File: src/rtl/tic_map.vh
// Register offsets, field positions and field codes of the capture channel
`ifndef TIC_MAP_VH
`define TIC_MAP_VH
`define TIC_CTRL_OFS      4'h0
`define TIC_IOCTL_OFS     4'h1
`define TIC_MODE_OFS      4'h2
`define TIC_IRQEN_OFS     4'h3
`define TIC_START_OFS     4'h4
`define TIC_COUNT_OFS     4'h5
`define TIC_CAPA_OFS      4'h6
`define TIC_STATUS_OFS    4'h7
`define TIC_PSC_LSB       0
`define TIC_EDGE_LSB      3
`define TIC_CLEAR_SOURCE_SELECT_LSB      5
`define TIC_IOA_LSB       0
`define TIC_MD_LSB        0
`define TIC_BFA_BIT       4
`define TIC_IEA_BIT       0
`define TIC_IEV_BIT       4
`define TIC_ST_CAP_BIT    0
`define TIC_ST_OVF_BIT    1
`define TIC_CLEAR_SOURCE_SELECT_CAPA     3'h1
`define TIC_IOA_BOTH      4'hA
`define TIC_MD_NORMAL     4'h0
`define TIC_PSC_DIV1      3'h0
`define TIC_EDGE_RISE     2'h0
`define TIC_CNT_MAX       16'hFFFF
`endif

File: src/rtl/tic_channel.v
// One 16-bit timer channel with both-edge input capture, Avalon-MM slave
//
// How it works
// RULE_01: clear-source 001b clears counter on capture or compare match of register A.
// RULE_02: io control 1010b makes register A capture on both pin edges.
// RULE_03: in capture setup register A holds latched counter, not a threshold.
// RULE_04: mode 0 is normal mode; buffer-A enable 0 means no buffering.
// RULE_05: capture interrupt forwarded only while capture irq enable is 1.
// RULE_06: overflow interrupt forwarded only while overflow irq enable is 1.
// RULE_07: counter advances only while count start bit is 1.
// RULE_08: counter holds its value while count start bit is 0.
// RULE_09: overflow interrupt raised when counter wraps past FFFFh.
// RULE_10: capture at FFFFh latches and interrupts but raises no overflow.
// RULE_11: prescale 000b counts undivided clock; edge 00b counts rising edges.
`timescale 1ns/1ps
`include "tic_map.vh"
module tic_channel
(
   input  wire        clk,
   input  wire        rst,
   input  wire [3:0]  avs_address,
   input  wire        avs_read,
   input  wire        avs_write,
   input  wire [31:0] avs_writedata,
   input  wire [3:0]  avs_byteenable,
   output reg  [31:0] avs_readdata,
   output reg         avs_waitrequest,
   input  wire        capture_input_pin,
   output reg         capture_a_interrupt,
   output reg         overflow_interrupt
);
   reg  [7:0]  counter_control_reg;
   reg  [7:0]  io_control_high_reg;
   reg  [7:0]  channel_mode_reg;
   reg  [7:0]  irq_enable_reg;
   reg         count_start_bit;
   reg  [15:0] counter_value;
   reg  [15:0] capture_compare_a;
   reg         cap_flag;
   reg         ovf_flag;
   reg  [2:0]  pin_sync;
   reg         pin_level;
   reg         done;

   wire [2:0] clock_prescale_select =
      counter_control_reg[`TIC_PSC_LSB +: 3];
   wire [1:0] clock_edge_select = counter_control_reg[`TIC_EDGE_LSB +: 2];
   wire [2:0] clear_source_select = counter_control_reg[`TIC_CLEAR_SOURCE_SELECT_LSB +: 3];
   wire [3:0] io_control_a = io_control_high_reg[`TIC_IOA_LSB +: 4];
   wire [3:0] operating_mode_field = channel_mode_reg[`TIC_MD_LSB +: 4];
   wire       buffer_a_enable = channel_mode_reg[`TIC_BFA_BIT];
   wire       capture_a_irq_enable = irq_enable_reg[`TIC_IEA_BIT];
   wire       overflow_irq_enable = irq_enable_reg[`TIC_IEV_BIT];

   // Only the documented prescale, edge, mode and buffer codes run; other codes there leave the timer idle
   wire cfg_ok = (clock_prescale_select == `TIC_PSC_DIV1) &&
                 (clock_edge_select == `TIC_EDGE_RISE) &&              // RULE_11
                 (operating_mode_field == `TIC_MD_NORMAL) &&
                 !buffer_a_enable;                                     // RULE_04
   wire cap_mode = (io_control_a == `TIC_IOA_BOTH);                     // RULE_02
   // Stages 2 and 3 agree on a level other than the last accepted one
   wire pin_agree = (pin_sync[2] == pin_sync[1]);
   wire cap_edge = cap_mode && pin_agree &&
                   (pin_sync[2] != pin_level);                         // RULE_02
   wire cmp_match = !cap_mode && (counter_value == capture_compare_a);
   wire clr_a = (clear_source_select == `TIC_CLEAR_SOURCE_SELECT_CAPA) &&
                (cap_edge || cmp_match);                               // RULE_01
   wire run = count_start_bit && cfg_ok;                               // RULE_07
   wire wrap = run && (counter_value == `TIC_CNT_MAX) && !cap_edge;     // RULE_10
   // Request seen in its first cycle, while waitrequest still stands
   wire acc = (avs_read || avs_write) && avs_waitrequest;
   // Write lands at the edge where the master sees waitrequest low
   wire wr = avs_write && !avs_waitrequest;
   wire wr_lo = wr && avs_byteenable[0];
   // Address decode
   wire sel_ctrl = (avs_address == `TIC_CTRL_OFS);
   wire sel_ioctl = (avs_address == `TIC_IOCTL_OFS);
   wire sel_mode = (avs_address == `TIC_MODE_OFS);
   wire sel_irqen = (avs_address == `TIC_IRQEN_OFS);
   wire sel_start = (avs_address == `TIC_START_OFS);
   wire sel_count = (avs_address == `TIC_COUNT_OFS);
   wire sel_capa = (avs_address == `TIC_CAPA_OFS);
   wire sel_status = (avs_address == `TIC_STATUS_OFS);
   // Flag set and clear terms
   wire cap_set = run && (cap_edge || cmp_match);
   wire cap_clr = wr && sel_status && avs_writedata[`TIC_ST_CAP_BIT];
   wire ovf_clr = wr && sel_status && avs_writedata[`TIC_ST_OVF_BIT];
   // Waitrequest drops for one cycle, one cycle after a new request
   wire next_waitrequest = !((avs_read || avs_write) && !done &&
                             avs_waitrequest);

   // Three-stage pin synchroniser; edge accepted when stages 2 and 3 agree
   always @(posedge clk)
   begin
      if (rst)
      begin
         pin_sync <= 3'h0;
         pin_level <= 1'b0;
      end
      else
      begin
         pin_sync <= {pin_sync[1:0], capture_input_pin};
         if (pin_sync[2] == pin_sync[1])
            pin_level <= pin_sync[2];
      end
   end

   // Counter, capture register and flags
   always @(posedge clk)
   begin
      if (rst)
      begin
         counter_value <= 16'h0000;
         capture_compare_a <= 16'h0000;
         cap_flag <= 1'b0;
         ovf_flag <= 1'b0;
      end
      else
      begin
         // Software write of the counter wins over counting
         if (wr_lo && sel_count)
            counter_value <= avs_writedata[15:0];
         else if (run && clr_a)                                        // RULE_01
            counter_value <= 16'h0000;
         else if (run)                                                 // RULE_07
            counter_value <= counter_value + 16'h0001;                  // RULE_09
         else
            counter_value <= counter_value;                            // RULE_08
         // Capture takes the count before it clears
         if (run && cap_edge)
            capture_compare_a <= counter_value;                        // RULE_03
         else if (wr_lo && sel_capa)
            capture_compare_a <= avs_writedata[15:0];
         // Hardware set wins over software clear
         if (cap_set)
            cap_flag <= 1'b1;
         else if (cap_clr)
            cap_flag <= 1'b0;
         if (wrap)                                                     // RULE_09
            ovf_flag <= 1'b1;
         else if (ovf_clr)
            ovf_flag <= 1'b0;
      end
   end

   // Interrupt requests gated by enables
   // Registered so the requests leave straight from flops
   always @(posedge clk)
   begin
      if (rst)
      begin
         capture_a_interrupt <= 1'b0;
         overflow_interrupt <= 1'b0;
      end
      else
      begin
         capture_a_interrupt <= cap_flag && capture_a_irq_enable;     // RULE_05
         overflow_interrupt <= ovf_flag && overflow_irq_enable;       // RULE_06
      end
   end

   // Avalon slave: one wait cycle, answer on second cycle of request
   always @(posedge clk)
   begin
      if (rst)
      begin
         counter_control_reg <= 8'h00;
         io_control_high_reg <= 8'h00;
         channel_mode_reg <= 8'h00;
         irq_enable_reg <= 8'h00;
         count_start_bit <= 1'b0;
         avs_readdata <= 32'h00000000;
         avs_waitrequest <= 1'b1;
         done <= 1'b0;
      end
      else
      begin
         done <= acc && !done;
         avs_waitrequest <= next_waitrequest;
         // Register writes with byte lane 0 off are ignored; status flag clears do not check byte lane 0
         if (wr_lo)
         begin
            if (sel_ctrl)
               counter_control_reg <= avs_writedata[7:0];
            else if (sel_ioctl)
               io_control_high_reg <= avs_writedata[7:0];
            else if (sel_mode)
               channel_mode_reg <= avs_writedata[7:0];
            else if (sel_irqen)
               irq_enable_reg <= avs_writedata[7:0];
            else if (sel_start)
               count_start_bit <= avs_writedata[0];
         end
         // Read data registered in the first cycle, held to the answer
         if (avs_read && avs_waitrequest)
         begin
            if (sel_ctrl)
               avs_readdata <= {24'h000000, counter_control_reg};
            else if (sel_ioctl)
               avs_readdata <= {24'h000000, io_control_high_reg};
            else if (sel_mode)
               avs_readdata <= {24'h000000, channel_mode_reg};
            else if (sel_irqen)
               avs_readdata <= {24'h000000, irq_enable_reg};
            else if (sel_start)
               avs_readdata <= {31'h00000000, count_start_bit};
            else if (sel_count)
               avs_readdata <= {16'h0000, counter_value};
            else if (sel_capa)
               avs_readdata <= {16'h0000, capture_compare_a};
            else if (sel_status)
               avs_readdata <= {29'h00000000, pin_level, ovf_flag, cap_flag};
            // Unmapped addresses read as zero
            else
               avs_readdata <= 32'h00000000;
         end
      end
   end
endmodule // tic_channel

File: config.mk
export PLATFORM = sky130hd
export DESIGN_NAME = tic_channel
export DESIGN_NICKNAME = d
export VERILOG_FILES = /design/src/rtl/tic_channel.v
export VERILOG_INCLUDE_DIRS = /design/src /design/src/rtl
export SDC_FILE = /design/constraint.sdc
export NUM_CORES = 1
export LEC_CHECK = 0
export BUFFER_PORTS_ARGS = -buffer_cell sky130_fd_sc_hd__buf_2
export CORE_MARGIN = 2
export CORE_UTILIZATION = 55
export CTS_CLUSTER_SIZE = 30
export DETAILED_ROUTE_END_ITERATION = 12
export PLACE_DENSITY = 0.78
export SLEW_MARGIN = 0
export SYNTH_ARGS = -nofsm -noshare
export SYNTH_HDL_FRONTEND = slang
export SYNTH_SLANG_ARGS = --single-unit
File: constraint.sdc
create_clock -name clk -period 2.4 [get_ports clk]
set_input_delay 0.48 -clock clk [delete_from_list [all_inputs] [get_ports clk]]
set_output_delay 0.48 -clock clk [all_outputs]
set_load 0.05 [all_outputs]
==> run_results.csv, run 1 <==
group,metric,value,unit
status,status,"completed",
clock_network,cts_tree,"done",
detailed_routing,drt-vias-per-instance,6.18,
worst_setup_path,r2r-start,"counter_value[1]",
detailed_routing,wl,12800,um
grt,met1_usage,34.8,%
synthesis,synthCells,564,
synthesis,synthArstFlopShare,0,%
detailed_routing,firstDrtPassIters,5,
floorplanning,initial_core_util,56.4,%
final_layout,reg.largest.list,"avs_readdata: 16 flops, capture_compare_a: 16 flops, counter_value: 16 flops",
grt,grt_pass1_wl,20900,um
clock_network,root_buffer,"clkbuf_8",
timing,hold_violations,0,
power,power,2.83,mW
detailed_routing,num_vias,4385,
grt,grt-ovfl-total,0,
timing,hold_ws,0.318,ns
synthesis,ys_warn_count,0,
synthesis,synth.most_common_cell,"dfxtp_1",
power,ir_drop,0.430,mV
clock_network,clock_latency,0.37,ns
clock_network,cts_sinks,91,
worst_setup_path,crit_type,"register to register",
grt,grtUsageTotal,27.0,%
power,p_sw_share,28.6,%
synthesis,synth_top_cell_by_area,"dfxtp_1",
synthesis,ys_seq_area_share,37.2,%
placement,placedCellCount,694,
worst_setup_path,crit_fanout,7,
grt,grt_max_degree,37,
power,power.clock.fraction,35.6,%
placement,gp_congestion,0.930,
run,cap_violations,0,
synthesis,synth_common_cells,"dfxtp_1, nor2_1, nand2_1",
power,power.leakage,2.05,nW
clock_network,h-tree-depth,3,
floorplanning,core,8680,um2
timing,fmax,471,MHz
final_layout,layout.nets,643,
floorplanning,dieWidth,98.3,um
synthesis,netlist.area_leader.share,37.2,%
synthesis,synth.area.top_cells,"dfxtp_1, mux2i_1, nor2_1",
synthesis,synth-seq-cells,91,
detailed_routing,dr.first_iter.drc_count,303,
grt,grt_util_met2,43.2,%
floorplanning,die_y,98.3,um
timing,finalCriticalPeriod,2.12,ns
timing,tightest_slew,0.662,ns
synthesis,syn_area_per_cell,8.67,um2
timing,setup_violations,0,
detailed_routing,drc,0,
clock_network,ctsResizeCount,0,
power,net-switching-power,0.809,mW
clock_network,clock_path_buffers,2,
worst_hold_path,hold_class,"primary input to register",
power,intPower,2.02,mW
timing,tns,0,ns
detailed_routing,avgRoutedWirePerCell,18.0,um
worst_setup_path,arrival,2.41,ns
synthesis,netlist_area,4890,um2
detailed_routing,ant_nets,0,
grt,first_global_vias,4232,
clock_network,ctsHoldBuffers,0,
final_layout,fin_cells,710,
synthesis,ys_types,61,
worst_hold_path,min_from,"capture_input_pin",
floorplanning,rows,34,
final_layout,fill_cells,763,
power,powerDensity,529,nW/um2
synthesis,synth_edf_count,0,
worst_setup_path,critPathLaunchType,"register",
floorplanning,io_pins,80,
timing,rsz0062_at_grt,"false",
timing,fin_skew,0.0125,ns
final_layout,diodes,0,
clock_network,clkTransAtPathRegs,0.09,ns
timing,relSlewSlack,55.9,%
grt,top_usage_layer,"met2",
synthesis,synth_top_flop_cell,"dfxtp_1",
grt,gr-usage-met3,5.58,%
timing,fin_crit_sh,88.4,%
worst_setup_path,cp-end-kind,"register",
worst_setup_path,cp-startpoint,"counter_value[1]",
floorplanning,dieArea,9660,um2
worst_setup_path,crit_required,2.68,ns
placement,port_buffers,44,
grt,antenna_found_initial,0,
power,combinationalPowerShare,10.1,%
placement,dp_hpwl,9330,um
clock_network,numCtsBuffers,9,
clock_network,post_cts_buffers,0,
final_layout,drive_above_1_share,19.6,%
final_layout,synthToLayoutAreaGrowth,9.18,%
power,p_seq_share,54.4,%
timing,drv_slew,0,
## layout by cell type, fill, tap and decap left out, types with 6 or more instances in the layout
cell / synthesis / final
nand4_1: 6 / 6
a22oi_1: 20 / 20
buf_2: 12 / 44
a22o_1: 10 / 10
mux2i_1: 27 / 27
nand3_1: 29 / 29
a21oi_1: 36 / 36
mux2_2: 9 / 9
nor2_1: 63 / 63
o31ai_1: 12 / 12
buf_4: 17 / 29
xor2_1: 22 / 22
o221ai_1: 6 / 6
clkbuf_8: 1 / 10
nand2_1: 45 / 45
nor3_1: 12 / 12
o21ai_0: 10 / 10
nand3b_1: 14 / 14
conb_1: 1 / 16
a211oi_1: 16 / 16
dfxtp_1: 91 / 91
xnor2_1: 8 / 8
## per-stage QoR
stage	instance area [um2]	setup WS [ns]	util, %
4_1_cts	5340	0.291	61.5
5_1_grt	5340	0.207	61.5
2_1_floorplan	4950	0.494	-
3_5_place_dp	5160	0.237	59.4
3_3_place_gp	5160	0.260	59.4
6_report	5340	0.278	61.5
## cell type report
| cell class | count | area (um2) | area share (%) |
|---|---|---|---|
| Clock buffer | 11 | 141 | 2.65 |
| Inverter | 4 | 15.0 | 0.281 |
| Multi-Input combinational cell | 418 | 2750 | 51.4 |
| Tap cell | 108 | 135 | 2.53 |
| Sequential cell | 91 | 1820 | 34.1 |
| Clock inverter | 5 | 43.8 | 0.820 |
| Timing Repair Buffer | 73 | 438 | 8.20 |
## logic make-up after synthesis
kind of cell	synth area share (%)
buffers and inverters	7.77
other	0.0767
xor gates and xnor gates	5.37
adders and majority gates	0.256
and+or+nand+nor	22.7
AOI/OAI and AO/OA	18.0
muxes	8.52
DFF	37.2
## routing by layer
layer,wire length (um),share of wire [%]
met3,854,6.7
met2,6110,48
met4,431,3.4
met5,0,0
met1,5390,42
## power by group through the flow
stage / combinational, mW / clock [mW] / sequential (mW)
after detailed placement: 0.278 / 0 / 1.57
final: 0.285 / 1.01 / 1.54
after global placement: 0.274 / 0 / 1.57
after floorplan: 0.213 / 0 / 1.57
after CTS: 0.280 / 1.02 / 1.54
after global routing: 0.304 / 1.07 / 1.54
## worst max-delay path, stage by stage (launching register included)
cell     delay (ns)
dfxtp_1        0.49
ha_1           0.22
nand3_1        0.16
or2_2          0.38
or4_1          0.48
a21o_1         0.20
o32ai_2        0.11
## final timing paths
check	endpoint	slack (ns)	depth (start not counted)
hold reg to reg	pin_sync[1]	0.44	1
setup / recovery	counter_value[10]	0.28	6
hold / removal	pin_sync[0]	0.32	2
setup reg to reg	counter_value[10]	0.28	6
No activity file was read; power rests on OpenSTA's default activity.
==> run 2: changes to the inputs <==
--- a/config.mk
+++ b/config.mk
@@ -7,11 +7,10 @@
 export NUM_CORES = 1
 export LEC_CHECK = 0
 export BUFFER_PORTS_ARGS = -buffer_cell sky130_fd_sc_hd__buf_2
-export CORE_MARGIN = 2
-export CORE_UTILIZATION = 55
+export CORE_UTILIZATION = 50
 export CTS_CLUSTER_SIZE = 30
 export DETAILED_ROUTE_END_ITERATION = 12
-export PLACE_DENSITY = 0.78
+export PLACE_DENSITY = 0.72
 export SLEW_MARGIN = 0
 export SYNTH_ARGS = -nofsm -noshare
 export SYNTH_HDL_FRONTEND = slang
==> run_results.csv, run 2 (synthesis results as in run 1) <==
group,metric,value,unit
placement,port_buffers,44,
grt,first_global_vias,3915,
timing,fin_skew,0.0107,ns
clock_network,clock_latency,0.37,ns
final_layout,final_common_cell,"dfxtp_1",
final_layout,diodes,0,
final_layout,fin_area,5360,um2
final_layout,fin_cells,729,
final_layout,synthToLayoutAreaGrowth,9.57,%
clock_network,ctsHoldBuffers,0,
timing,tns,0,ns
clock_network,numCtsBuffers,9,
timing,hold_violations,0,
worst_setup_path,critPathLaunchType,"register",
detailed_routing,wl_met1,5820,um
grt,grtUsageTotal,26.5,%
detailed_routing,ant_nets,0,
clock_network,clock_path_buffers,2,
floorplanning,dieWidth,101,um
worst_setup_path,crit_type,"register to register",
detailed_routing,drt-vias-per-instance,5.84,
floorplanning,core,9370,um2
worst_setup_path,cp-end-kind,"register",
run,cap_violations,0,
detailed_routing,avgRoutedWirePerCell,17.7,um
detailed_routing,dr.first_iter.drc_count,278,
worst_setup_path,crit_required,2.65,ns
timing,relSlewSlack,59.3,%
placement,dp_hpwl,9190,um
clock_network,h-tree-depth,3,
timing,finalCriticalPeriod,2.03,ns
worst_hold_path,hold_class,"primary input to register",
clock_network,post_cts_buffers,0,
clock_network,cts_sinks,91,
power,power.leakage,2.04,nW
timing,drv_slew,0,
clock_network,clkTransAtPathRegs,0.09,ns
detailed_routing,drc,0,
final_layout,drive_above_1_share,19.3,%
final_layout,reg.largest.list,"avs_readdata: 16 flops, capture_compare_a: 16 flops, counter_value: 16 flops",
floorplanning,die_y,101,um
status,status,"completed",
final_layout,fill_cells,878,
detailed_routing,dr_wl_met3,970,um
clock_network,root_buffer,"clkbuf_8",
floorplanning,dieArea,10200,um2
detailed_routing,firstDrtPassIters,5,
worst_setup_path,crit_fanout,12,
grt,grt_pass1_wl,20500,um
final_layout,final_cell_mix,"dfxtp_1, nor2_1, nand2_1, buf_2, a21oi_1",
timing,tightest_slew,0.605,ns
power,ir_drop,0.392,mV
detailed_routing,wl,12900,um
clock_network,ctsResizeCount,0,
placement,placedCellCount,713,
grt,antenna_found_initial,0,
timing,setup_violations,0,
detailed_routing,num_vias,4258,
power,powerDensity,535,nW/um2
floorplanning,initial_core_util,52.2,%
placement,gp_congestion,0.872,
clock_network,cts_tree,"done",
detailed_routing,highest_layer,"met4",
placement,place_area,5170,um2
floorplanning,io_pins,80,
grt,grt-ovfl-total,0,
timing,fmax,492,MHz
timing,rsz0062_at_grt,"false",
grt,grt_max_degree,35,
floorplanning,rows,35,
worst_setup_path,arrival,2.28,ns
detailed_routing,met2_wirelength,6000,um
timing,fin_crit_sh,84.6,%
final_layout,layout.nets,641,
==> run 2: cell types whose count changed in the layout (fill, tap and decap cells not counted) <==
cell,before,now
buf_4,29,27
clkinv_2,0,2
inv_6,3,1
bufinv_16,0,1
clkbuf_8,10,9
clkinv_4,2,1
clkinvlp_4,0,1
==> run 2: metrics by stage <==
stage | total power, mW | worst slack, ns | util (%) | hold slack, ns
after floorplan | 1.79 | 0.494 | - | 0.414
after global placement | 1.84 | 0.213 | 55.1 | 0.419
after detailed placement | 1.85 | 0.214 | 55.1 | 0.433
after CTS | 2.87 | 0.380 | 57.2 | 0.311
after global routing | 2.96 | 0.291 | 57.2 | 0.307
final | 2.87 | 0.369 | 57.2 | 0.316
==> run 2: routing by layer <==
layer,vias up,GRT usage (%)
li1,2049,-
met1,2021,37.1
met2,172,42.4
met3,16,4.02
met4,0,7.58
met5,-,0
==> run 2: critical path, stage by stage (launching register included) <==
cell and delay (ns):
dfxtp_1 0.40, nor4bb_1 0.33, buf_4 0.20, a21boi_2 0.32, nand2_4 0.09, o221ai_4 0.21, buf_4 0.24, o31ai_1 0.10
==> run 2: layout make-up <==
type	count	area, um2	area share, %
multi-input combinational	418	2750	51.2
tap	129	161	3.01
clock inverter	6	65.1	1.21
inverter	4	15.0	0.280
timing repair buffer	71	423	7.89
sequential	91	1820	34.0
clock buffer	10	128	2.38
==> run 2: final timing paths <==
check / from / endpoint / slack, ns / depth (start not counted)
worst min-delay path: capture_input_pin / pin_sync[0] / 0.32 / 2
worst max-delay path: io_control_high_reg[1] / counter_value[15] / 0.37 / 7
worst min register to register: pin_sync[0] / pin_sync[1] / 0.46 / 1
worst max register to register: io_control_high_reg[1] / counter_value[15] / 0.37 / 7
==> run 2: power by group <==
group          internal, mW  total, mW  switching [mW]
Sequential             1.52       1.54          0.0143
Clock                 0.484       1.05           0.568
Combinational        0.0728      0.281           0.208
Total                  2.08       2.87           0.790
